===== config.mk =====
export PLATFORM = sky130hd
export DESIGN_NAME = qrv_turn_on_ctrl
export DESIGN_NICKNAME = d
export VERILOG_FILES = /design/src/hdl/qrv_pkg.sv /design/src/hdl/qrv_sync.sv /design/src/hdl/qrv_turn_on_ctrl.sv
export SDC_FILE = /design/constraint.sdc
export NUM_CORES = 1
export LEC_CHECK = 0
export ABC_CLOCK_PERIOD_IN_PS = 2500
export BUFFER_PORTS_ARGS = -buffer_cell sky130_fd_sc_hd__clkbuf_2
export CAP_MARGIN = 25
export CORE_UTILIZATION = 60
export DETAILED_ROUTE_END_ITERATION = 8
export PLACE_DENSITY_LB_ADDON = 0.25
export SLEW_MARGIN = 10
export SYNTH_ARGS = -nofsm -noshare
export SYNTH_HDL_FRONTEND = slang
export SYNTH_SLANG_ARGS = --single-unit

===== constraint.sdc =====
create_clock -name ref_clk -period 2.5 [get_ports ref_clk]
set_input_delay 0.75 -clock ref_clk [delete_from_list [all_inputs] [get_ports ref_clk]]
set_output_delay 0.75 -clock ref_clk [all_outputs]
set_load 0.01 [all_outputs]

===== src/hdl/qrv_pkg.sv =====
`default_nettype none
package qrv_pkg;
   // Clock period in picoseconds (200 MHz).
   localparam int CLK_PERIOD_PS = 5000;
   // Frequency limits in kHz for the two variants.
   localparam int FREQ_LIM_LOW_KHZ = 136;
   localparam int FREQ_LIM_HIGH_KHZ = 225;
   // Starter and fallback frequencies in kHz; plain defaults.
   localparam int STARTER_FREQ_KHZ = 22;
   localparam int FALLBACK_FREQ_KHZ = 13;
   // Blanking times in nanoseconds.
   localparam int BLANK_SHORT_NS = 2500;
   localparam int BLANK_LONG_NS = 6300;
   // Strobe delay after turn-off and turn-on delay, in nanoseconds.
   localparam int STROBE_NS = 1000;
   localparam int TRIG_DELAY_NS = 100;
   // Propagation delay of the current turn-off, in nanoseconds.
   localparam int PROP_DELAY_NS = 50;
   // Minimum on-time pulse width for every turn-on, in nanoseconds.
   localparam int MIN_ON_NS = 300;
   // Width of the cycle counters.
   localparam int CNT_W = 16;

   // Longest times round down, least times round up.
   function automatic int khz_to_cycles(input int khz);
      return 1000000000 / (khz * CLK_PERIOD_PS);
   endfunction
   function automatic int ns_to_cycles_up(input int ns);
      return (ns * 1000 + CLK_PERIOD_PS - 1) / CLK_PERIOD_PS;
   endfunction

   localparam logic [CNT_W-1:0] LIM_LOW_CYC = CNT_W'(khz_to_cycles(FREQ_LIM_LOW_KHZ));
   localparam logic [CNT_W-1:0] LIM_HIGH_CYC = CNT_W'(khz_to_cycles(FREQ_LIM_HIGH_KHZ));
   localparam logic [CNT_W-1:0] STARTER_CYC = CNT_W'(khz_to_cycles(STARTER_FREQ_KHZ));
   localparam logic [CNT_W-1:0] FALLBACK_CYC = CNT_W'(khz_to_cycles(FALLBACK_FREQ_KHZ));
   localparam logic [CNT_W-1:0] BLANK_SHORT_CYC = CNT_W'(ns_to_cycles_up(BLANK_SHORT_NS));
   localparam logic [CNT_W-1:0] BLANK_LONG_CYC = CNT_W'(ns_to_cycles_up(BLANK_LONG_NS));
   localparam logic [CNT_W-1:0] STROBE_CYC = CNT_W'(ns_to_cycles_up(STROBE_NS));
   localparam logic [CNT_W-1:0] TRIG_DELAY_CYC = CNT_W'(ns_to_cycles_up(TRIG_DELAY_NS));
   localparam logic [CNT_W-1:0] PROP_DELAY_CYC = CNT_W'(ns_to_cycles_up(PROP_DELAY_NS));
   localparam logic [CNT_W-1:0] MIN_ON_CYC = CNT_W'(ns_to_cycles_up(MIN_ON_NS));
   localparam logic [CNT_W-1:0] CNT_ZERO = '0;
   localparam logic [CNT_W-1:0] CNT_ONE = CNT_W'(1);

   // Raw comparator results from the analog front end.
   typedef struct packed {
      logic arm_cmp;   // Sense input above arm threshold.
      logic trig_cmp;  // Sense input below trigger threshold.
      logic level_cmp; // Sense input above the 1 V selection level.
      logic ilim_cmp;  // Drain current at or above its limit.
   } qrv_cmp_type;

   // Comparator levels of a quiet sense input: below trigger, not armed.
   // Resetting to these keeps a false edge from following reset.
   localparam qrv_cmp_type CMP_IDLE = '{arm_cmp: 1'b0, trig_cmp: 1'b1, level_cmp: 1'b0,
      ilim_cmp: 1'b0};

   // Switch controller states.
   typedef enum logic [1:0] {QRV_OFF, QRV_DELAY, QRV_ON, QRV_TURNOFF} qrv_state_type;
endpackage
`default_nettype wire


===== src/hdl/qrv_sync.sv =====
`default_nettype none
// Two-flop synchroniser for a group of comparator levels.
module qrv_sync #(
   parameter int WIDTH = 4,
   parameter logic [WIDTH-1:0] RST_VAL = '0
) (
   input wire logic ref_clk,
   input wire logic sys_rst,
   input wire logic [WIDTH-1:0] async_in,
   output logic [WIDTH-1:0] sync_out
);
   // First stage; read only by the second stage.
   logic [WIDTH-1:0] meta_r;

   // Both stages start at the idle levels, so no edge is seen after reset.
   always_ff @(posedge ref_clk) begin
      if (sys_rst) begin
         meta_r <= RST_VAL;
         sync_out <= RST_VAL;
      end else begin
         meta_r <= async_in;
         sync_out <= meta_r;
      end
   end
endmodule
`default_nettype wire


===== src/hdl/qrv_turn_on_ctrl.sv =====
`default_nettype none
// Turn-on timing of a valley-skipping quasi-resonant controller.
module qrv_turn_on_ctrl
   import qrv_pkg::*;
#(
   parameter bit HIGH_VARIANT = 1'b0
) (
   input wire logic ref_clk,
   input wire logic sys_rst,
   input wire qrv_pkg::qrv_cmp_type cmp_in,
   output logic gate_on,
   output logic long_blank,
   output logic starter_mode,
   output logic fallback_mode
);
   import qrv_pkg::*;

   ////////////////////////////////////////////////////////////////////////////
   // Synchronisers and edge detection.

   qrv_cmp_type cmp_s;         // Synchronised comparators.
   qrv_cmp_type cmp_d_r;       // Previous synchronised value.
   wire logic [3:0] cmp_s_bits;

   qrv_sync #(.WIDTH(4), .RST_VAL(CMP_IDLE)) u_sync (
      .ref_clk(ref_clk),
      .sys_rst(sys_rst),
      .async_in(cmp_in),
      .sync_out(cmp_s_bits)
   );
   assign cmp_s = cmp_s_bits;

   // Arming only on a rising crossing, trigger only on a falling one.
   wire logic arm_rise = cmp_s.arm_cmp & ~cmp_d_r.arm_cmp;
   wire logic trig_fall = cmp_s.trig_cmp & ~cmp_d_r.trig_cmp;

   ////////////////////////////////////////////////////////////////////////////
   // Timers and state.

   qrv_state_type state_r, state_nxt;
   logic [CNT_W-1:0] osc_r;      // Cycles since last turn-on.
   logic [CNT_W-1:0] off_r;      // Cycles since last turn-off.
   logic [CNT_W-1:0] dly_r;      // Delay counter for turn-on and turn-off.
   logic armed_r;                // Trigger armed by a rising crossing.
   logic ever_armed_r;           // Arming seen in this period.
   logic high_all_r;             // Arm comparator high for the whole period.
   logic long_blank_r;           // Blanking selection.
   logic starter_mode_r; // Latest turn-on came from the starter.

   // Oscillator period is chosen at build time by the variant.
   wire logic [CNT_W-1:0] osc_lim = HIGH_VARIANT ? LIM_HIGH_CYC : LIM_LOW_CYC;
   wire logic [CNT_W-1:0] blank_cyc = long_blank_r ? BLANK_LONG_CYC : BLANK_SHORT_CYC;
   wire logic osc_done = osc_r >= osc_lim;
   // Blanking can stretch the inhibit beyond the oscillator period.
   wire logic blank_done = off_r >= blank_cyc;
   wire logic turn_on_ok = osc_done & blank_done;
   // Starter when this period has not armed; fallback when the level stayed
   // high, since a pin stuck high never arms and the starter would run too fast.
   wire logic starter = ~ever_armed_r;
   wire logic stuck_high = high_all_r;
   wire logic starter_due = starter & ~stuck_high;
   wire logic starter_fire = starter_due & (osc_r >= STARTER_CYC) & blank_done;
   wire logic fallback_fire = stuck_high & (osc_r >= FALLBACK_CYC) & blank_done;
   // A falling edge counts only when armed and the window is open.
   wire logic valley_fire = armed_r & trig_fall & turn_on_ok;
   wire logic strobe_now = (state_r == QRV_OFF) && (off_r == STROBE_CYC);
   wire logic min_on_done = osc_r >= MIN_ON_CYC;

   // Next state: off, waiting the trigger delay, on, propagation delay.
   always_comb begin
      state_nxt = state_r;
      case (state_r)
         QRV_OFF: begin
            if (valley_fire || starter_fire || fallback_fire) begin
               state_nxt = QRV_DELAY;
            end
         end
         QRV_DELAY: begin
            if (dly_r >= TRIG_DELAY_CYC) begin
               state_nxt = QRV_ON;
            end
         end
         QRV_ON: begin
            // Current limit compares against the ceiling set in the analog
            // path by sunk sense current; here only its crossing is seen.
            if (cmp_s.ilim_cmp && min_on_done) begin
               state_nxt = QRV_TURNOFF;
            end
         end
         QRV_TURNOFF: begin
            if (dly_r >= PROP_DELAY_CYC) begin
               state_nxt = QRV_OFF;
            end
         end
         default: state_nxt = QRV_OFF;
      endcase
   end

   // State and delay counter.
   always_ff @(posedge ref_clk) begin
      if (sys_rst) begin
         state_r <= QRV_OFF;
         dly_r <= CNT_ZERO;
         cmp_d_r <= CMP_IDLE;
      end else begin
         state_r <= state_nxt;
         dly_r <= (state_nxt != state_r) ? CNT_ZERO : dly_r + CNT_ONE;
         cmp_d_r <= cmp_s;
      end
   end

   // Oscillator restarts at each turn-on and saturates at its top.
   always_ff @(posedge ref_clk) begin
      if (sys_rst) begin
         osc_r <= CNT_ZERO;
      end else if (state_r == QRV_DELAY && state_nxt == QRV_ON) begin
         osc_r <= CNT_ZERO;
      end else if (osc_r != '1) begin
         osc_r <= osc_r + CNT_ONE;
      end
   end

   // Off-time counter, cleared at turn-off, saturating.
   always_ff @(posedge ref_clk) begin
      if (sys_rst) begin
         off_r <= BLANK_LONG_CYC;
      end else if (state_r != QRV_OFF) begin
         off_r <= CNT_ZERO;
      end else if (off_r != '1) begin
         off_r <= off_r + CNT_ONE;
      end
   end

   // Arming: set by a rising crossing after blanking, cleared by any
   // falling edge so an ignored valley needs a fresh rising edge.
   always_ff @(posedge ref_clk) begin
      if (sys_rst) begin
         armed_r <= 1'b0;
      end else if (state_r != QRV_OFF) begin
         armed_r <= 1'b0;
      end else if (arm_rise && blank_done) begin
         armed_r <= 1'b1;
      end else if (trig_fall) begin
         armed_r <= 1'b0;
      end
   end

   // Per-period arming history and stuck-high detection.
   always_ff @(posedge ref_clk) begin
      if (sys_rst) begin
         ever_armed_r <= 1'b0;
         high_all_r <= 1'b0;
      end else if (state_r == QRV_DELAY && state_nxt == QRV_ON) begin
         // Every period must arm afresh, or the starter takes over again.
         ever_armed_r <= 1'b0;
         high_all_r <= cmp_s.arm_cmp;
      end else begin
         if (arm_rise && blank_done) begin
            ever_armed_r <= 1'b1;
         end
         if (!cmp_s.arm_cmp) begin
            high_all_r <= 1'b0;
         end
      end
   end

   // Blanking selection sampled at the strobe; low level picks long.
   always_ff @(posedge ref_clk) begin
      if (sys_rst) begin
         long_blank_r <= 1'b1;
      end else if (strobe_now) begin
         long_blank_r <= ~cmp_s.level_cmp;
      end
   end

   // Mode shown outside: whether the latest turn-on came from the starter.
   always_ff @(posedge ref_clk) begin
      if (sys_rst) begin
         starter_mode_r <= 1'b1;
      end else if (state_r == QRV_OFF && state_nxt == QRV_DELAY) begin
         starter_mode_r <= starter_fire;
      end
   end

   ////////////////////////////////////////////////////////////////////////////
   // Registered outputs.

   always_ff @(posedge ref_clk) begin
      if (sys_rst) begin
         gate_on <= 1'b0;
         long_blank <= 1'b1;
         starter_mode <= 1'b1;
         fallback_mode <= 1'b0;
      end else begin
         // The gate holds through the propagation delay, so blanking and the
         // strobe count from the real turn-off.
         gate_on <= (state_nxt == QRV_ON) || (state_nxt == QRV_TURNOFF);
         long_blank <= long_blank_r;
         starter_mode <= starter_mode_r;
         fallback_mode <= stuck_high;
      end
   end
endmodule
`default_nettype wire


==> results of run 1 <==
-- power groups by stage --
stage / logic [mW] / registers (mW) / clock network [mW]
after floorplan: 0.174 / 1.19 / 0
after global placement: 0.187 / 1.22 / 0
after detailed placement: 0.195 / 1.22 / 0
after CTS: 0.197 / 1.19 / 0.970
after global routing: 0.222 / 1.21 / 1.02
final: 0.196 / 1.19 / 0.945
-- routing by layer --
layer | global-route usage (%) | part of all wire, %
met1 | 30.4 | 45
met2 | 42.7 | 48
met3 | 7.18 | 4.3
met4 | 13.6 | 2.5
met5 | 0 | 0
-- state kept, by name (all words and copies together), names as in the netlist --
| signal | count |
|---|---|
| armed_r | 1 |
| cmp_d_r | 2 |
| dly_r | 16 |
| ever_armed_r | 1 |
| fallback_mode | 1 |
| high_all_r | 1 |
| long_blank | 1 |
| long_blank_r | 1 |
| off_r | 16 |
| osc_r | 16 |
| starter_mode | 1 |
| starter_mode_r | 1 |
| state_r | 2 |
| u_sync.meta_r | 4 |
| u_sync.sync_out | 4 |
-- area by class of cell --
type / count / area [sq um] / area share [%]
Timing Repair Buffer: 16 / 97.6 / 2.63
Tap cell: 72 / 90.1 / 2.42
Clock buffer: 10 / 138 / 3.70
Multi-Input combinational cell: 290 / 1890 / 51.0
Inverter: 17 / 63.8 / 1.72
Clock inverter: 6 / 71.3 / 1.92
Sequential cell: 68 / 1360 / 36.6
-- synthesized netlist by cell type, types with 2 or more instances --
| cell | instances | share of area, % |
|---|---|---|
| nor2b_1 | 10 | 1.8 |
| clkbuf_1 | 17 | 1.9 |
| xnor2_1 | 18 | 4.6 |
| inv_1 | 17 | 1.9 |
| o2111ai_1 | 4 | 1.0 |
| and4_1 | 8 | 2.0 |
| and2_1 | 5 | 0.91 |
| o22ai_1 | 2 | 0.36 |
| xor2_1 | 13 | 3.3 |
| a211oi_1 | 23 | 5.0 |
| o21a_1 | 5 | 1.1 |
| nor4bb_1 | 3 | 0.87 |
| nand3_1 | 17 | 2.5 |
| or3_1 | 2 | 0.36 |
| nor4_1 | 5 | 0.91 |
| and3_1 | 5 | 0.91 |
| a311oi_1 | 4 | 1.0 |
| o21ai_0 | 10 | 1.5 |
| o211ai_1 | 6 | 1.3 |
| a21oi_1 | 13 | 1.9 |
| buf_6 | 3 | 0.98 |
| a31oi_1 | 4 | 0.73 |
| or2_2 | 5 | 0.91 |
| ha_1 | 11 | 4.0 |
| or4_1 | 5 | 1.1 |
| nand2_1 | 32 | 3.5 |
| o31ai_1 | 2 | 0.44 |
| nor2_1 | 33 | 3.6 |
| nor3_1 | 12 | 1.7 |
| dfxtp_1 | 68 | 40 |
| nand4_1 | 14 | 2.6 |
| mux2i_1 | 2 | 0.58 |
-- path summary, 6_finish.rpt --
path / end / slack (ps)
min: u_sync.sync_out[2] / 430
max reg2reg: osc_r[14] / 160
max: osc_r[14] / 160
min reg2reg: u_sync.sync_out[2] / 430
-- worst reg2reg max path: stages (launching register included) --
cell     delay [ps]
dfxtp_1         370
or4_4           560
o41a_1          480
nor2b_4         150
or2_1           450
nor3_1          260
-- logic make-up (layout without fill, tap and decap cells) --
kind of cell / count (synthesis) / count (layout)
compound gates: 79 / 79
flops: 68 / 68
mux: 3 / 3
buf+inv: 38 / 49
xor+xnor: 31 / 31
simple gates: 166 / 166
fa+ha+maj: 11 / 11
-- metrics by stage --
step,instances,setup WS [ps],power (mW),util [%],cell area (sq um)
after floorplan,396,447,1.36,-,3430
after CTS,479,180,2.36,67.5,3720
after detailed placement,463,186,1.41,63.7,3510
after global routing,479,34.2,2.45,67.5,3720
after global placement,463,254,1.40,63.7,3510
final,479,156,2.33,67.5,3720
==> run_results.csv, run 1 <==
group,metric,value,unit
logic_synthesis,synth_cell_types,50,
critical_path,critPathSlowestCell,"or4_4",
clock_network,hold_buffers,0,
clock_network,cts_root_buf,"clkbuf_8",
critical_path,cp.required,2770,ps
critical_path,r2r-start,"dly_r[7]",
die,die_h,77.6,microns
routing,drc,0,
critical_path,cp_num_buf_inv,0,
logic_synthesis,ys_ff_latch,68,
grt,grt_pass1_vias,2716,
clock_network,clock_latency,340,ps
die,ios,10,
logic_synthesis,yosys_most_used_dff,"dfxtp_1",
worst_hold_path,hp-start,"u_sync.meta_r[2]",
logic_synthesis,synthesis.nets,413,
power,p_leak,1.39,nW
sta,max_freq,427,MHz
sta,min_period_over_period,93.8,%
critical_path,critical_path_class,"flip-flop to flip-flop",
logic_synthesis,synth-xor-area-share,7.91,%
logic_synthesis,syn_inst,396,
final_layout,layout_commonest_cell,"dfxtp_1",
clock_network,cts_buffers,9,
logic_synthesis,yosysSeqAreaShare,39.7,%
critical_path,cp_max_fo,17,
logic_synthesis,synthMuxAreaShare,0.911,%
logic_synthesis,synth_edf_count,0,
logic_synthesis,syn-cell-area,3430,sq um
power,p_int,1.71,mW
routing,dr.first_iter.drc_count,212,
power,ir_drop,0.416,mV
placement,place_congestion,0.905,
die,core,5510,sq um
critical_path,crit_chain,"or4_4, o41a_1, nor2b_4, or2_1, nor3_1",
final_layout,diodes,0,
clock_network,path_clk_slew,80,ps
logic_synthesis,synth_warnings,0,
sta,slew_viol_final,0,
clock_network,cts_setup_buffers,0,
sta,period_minus_slack,2340,ps
power,combPwrFrac,8.4,%
sta,finalClockSkew,4.49,ps
worst_hold_path,hold-path-cell-count,1,
logic_synthesis,syn_area_per_cell,8.67,sq um
clock_network,clockBufferDepth,2,
clock_network,post_cts_resized,0,
final_layout,fin_nets,419,
critical_path,end_kind,"flip-flop",
routing,via_count,2916,
critical_path,crit_family,"simple AND/OR/NAND/NOR gates",
logic_synthesis,synth_compound_area_share,15.9,%
grt,grt_pass1_wl,12300,microns
routing,drt_first_pass_iters,4,
final_layout,drive_gt1_share,10.3,%
critical_path,worst_setup_path_start_kind,"flip-flop",
power,swShare,26.7,%
logic_synthesis,synthAdderAreaFrac,4.01,%
power,p_seq_share,51.1,%
placement,io_buffers,9,
final_layout,num-fill-cells,446,
critical_path,rr_worst_depth,5,
power,switchingPower,0.622,mW
grt,track_usage,25.8,%
grt,grt_overflow_total,0,
sta,rsz0062_at_grt,"no",
logic_synthesis,synth_top_family_by_area,"simple AND/OR/NAND/NOR gates",
logic_synthesis,async_reset_ff_share,0,%
sta,holdWs,429,ps
sta,maxSlewHeadroom,57.6,%
routing,routed_wirelength,7100,microns
placement,hpwl,5010,microns
routing,wire_per_inst,14.8,microns
grt,grt_start_max_net_pins,18,
final_layout,final_cell_mix,"68 x dfxtp_1, 33 x nor2_1, 32 x nand2_1, 23 x a211oi_1, 18 x xnor2_1",
routing,ant_nets,0,
die,row_count,27,
worst_hold_path,worstHoldPathType,"flip-flop to flip-flop",
final_layout,area_growth,8.28,%
clock_network,cts.sinks,68,
critical_path,crit_start,"dly_r[7]",
grt,antenna_found_initial,0,
critical_path,cp.depth,5,
routing,viasPerCell,6.09,
critical_path,crit_arrival,2610,ps
sta,tns,0,ps
logic_synthesis,yosys.area_share.simple,26.5,%
job,maxCapViolations,0,
sta,worstMarginPinSlew,636,ps
clock_network,cts.htree.levels,3,
critical_path,critPathMaxStageDelay,560,ps
die,fp.dieW,77.6,microns
die,die_area,6030,sq um
die,start_util,62.3,%
power,powerDensity,628,nW/um^2
sta,setup_violations,0,
power,clkPwrFrac,40.5,%
sta,hold_viol,0,
clock_network,tritoncts,"yes",
run_status,status,"finished clean",
No activity file was read; power rests on OpenSTA's default activity.
==> inputs of run 2 (changes only) <==
==> constraint.sdc (replaced) <==
create_clock -name ref_clk -period 2.5 [get_ports ref_clk]
set_input_delay 0.5 -clock ref_clk [delete_from_list [all_inputs] [get_ports ref_clk]]
set_output_delay 0.5 -clock ref_clk [all_outputs]
set_load 0.01 [all_outputs]
==> run 2 against run 1 <==
Net effect:
- setup slack gained 21 ps
- critical path type unchanged
- utilization fell by 0.68 points
- flip-flop and latch count did not move
- clock skew up 4.1 ps
- cell count down 0.42%
- maximum frequency up 0.91%
- sequential power is essentially flat
- critical path depth is the same
- sequential share of layout area increased by 0.37 points
- die area unchanged
- non-clock buffer count down 2
==> run_results.csv, run 2 (synthesis gave the netlist of run 1 again) <==
group,metric,value,unit
run_status,status,"finished clean",
critical_path,cp_max_fo,17,
power,ir_drop,0.431,mV
sta,maxSlewHeadroom,60.7,%
final_layout,num-fill-cells,458,
clock_network,cts_root_buf,"clkbuf_8",
final_layout,area_growth,7.18,%
clock_network,cts.htree.levels,3,
die,row_count,27,
sta,worstMarginPinSlew,590,ps
die,fp.dieW,77.6,microns
grt,grt_overflow_total,0,
final_layout,largestRegisters,"dly_r x16, off_r x16, osc_r x16",
placement,place_ws,224,ps
clock_network,cts_buffers,9,
routing,drc,0,
job,maxCapViolations,0,
die,core,5510,sq um
grt,grt_pass1_vias,2634,
clock_network,clockBufferDepth,2,
clock_network,path_clk_slew,80,ps
power,p_leak,1.37,nW
sta,holdWs,335,ps
final_layout,diodes,0,
worst_hold_path,hold-path-cell-count,2,
critical_path,critical_path_class,"flip-flop to flip-flop",
routing,viasPerCell,5.99,
clock_network,clock_latency,350,ps
clock_network,hold_buffers,0,
clock_network,cts.sinks,68,
clock_network,tritoncts,"yes",
critical_path,end_kind,"flip-flop",
critical_path,critPathMaxStageDelay,560,ps
critical_path,crit_chain,"or4_4, o41a_1, nor2b_4, or2_1, nor3_1",
grt,antenna_found_initial,0,
clock_network,cts_setup_buffers,0,
routing,routed_wirelength,7030,microns
critical_path,critPathSlowestCell,"or4_4",
sta,hold_viol,0,
sta,finalClockSkew,8.64,ps
final_layout,layout_commonest_cell,"dfxtp_1",
sta,setup_violations,0,
grt,grt_pass1_wl,12300,microns
sta,slew_viol_final,0,
critical_path,worst_setup_path_start_kind,"flip-flop",
power,powerDensity,607,nW/um^2
placement,hpwl,4920,microns
die,start_util,62.3,%
grt,track_usage,25.8,%
grt,grt_start_max_net_pins,18,
final_layout,drive_gt1_share,9.88,%
sta,max_freq,430,MHz
critical_path,cp.required,2760,ps
final_layout,fin_nets,417,
placement,place_congestion,0.923,
sta,tns,0,ps
sta,fin_ws,177,ps
routing,ant_nets,0,
clock_network,post_cts_resized,0,
critical_path,rr_worst_depth,5,
critical_path,crit_arrival,2580,ps
sta,min_period_over_period,92.9,%
sta,period_minus_slack,2320,ps
routing,drt_first_pass_iters,5,
final_layout,final_cell_mix,"68 x dfxtp_1, 33 x nor2_1, 32 x nand2_1, 23 x a211oi_1, 18 x xnor2_1",
placement,io_buffers,9,
sta,rsz0062_at_grt,"no",
die,die_area,6030,sq um
worst_hold_path,worstHoldPathType,"input port to flip-flop",
die,ios,10,
die,die_h,77.6,microns
routing,via_count,2856,
routing,wire_per_inst,14.7,microns
routing,dr.first_iter.drc_count,152,
-- run 2: cell types whose count changed in the layout (fill, tap and decap cells not counted) --
| cell | previous run | this run |
|---|---|---|
| clkinvlp_4 | 2 | 1 |
| clkinv_2 | 0 | 2 |
| inv_6 | 2 | 1 |
| bufinv_16 | 1 | 0 |
| clkbuf_8 | 10 | 11 |
| buf_4 | 7 | 5 |
-- run 2: stage by stage --
step | area [sq um] | total power [mW] | instances | util [%]
2_1_floorplan | 3430 | 1.36 | 396 | -
3_5_place_dp | 3490 | 1.41 | 461 | 63.4
5_1_grt | 3680 | 2.33 | 477 | 66.8
4_1_cts | 3680 | 2.25 | 477 | 66.8
6_report | 3680 | 2.23 | 477 | 66.8
3_3_place_gp | 3490 | 1.40 | 461 | 63.4
-- run 2: worst paths after layout --
| path | start | end | slack, ps |
|---|---|---|---|
| worst max-delay path | dly_r[7] | osc_r[15] | 180 |
| worst min-delay path | cmp_in[2] | u_sync.meta_r[2] | 340 |
| worst max register to register | dly_r[7] | osc_r[15] | 180 |
| worst min register to register | u_sync.meta_r[2] | u_sync.sync_out[2] | 420 |
-- run 2: power breakdown --
group	switching, mW	total (mW)	internal, mW
logic	0.108	0.192	0.0836
registers	0.0630	1.19	1.13
clock network	0.431	0.847	0.416
-- run 2: layer usage --
layer  vias up  track usage [%]  share of wire, %
li1       1447                -                 -
met1      1327             33.2                47
met2        65             40.6                47
met3        17             6.94               4.4
met4         0             10.8               1.7
met5         -                0                 0
-- run 2: final cells by class --
| class | count | area, sq um | area share (%) |
|---|---|---|---|
| inverter | 17 | 63.8 | 1.73 |
| sequential | 68 | 1360 | 37.0 |
| multi-input combinational | 290 | 1890 | 51.5 |
| clock buffer | 11 | 151 | 4.12 |
| tap | 72 | 90.1 | 2.45 |
| timing repair buffer | 14 | 82.6 | 2.24 |
| clock inverter | 5 | 35.0 | 0.952 |
-- run 2: worst max-delay path, delay by kind of cell, from the launching register on --
family / cells / cell delay [ps]
AND/OR/NAND/NOR: 4 / 1390
flip-flops: 1 / 360
AO/OA/AOI/OAI: 1 / 470
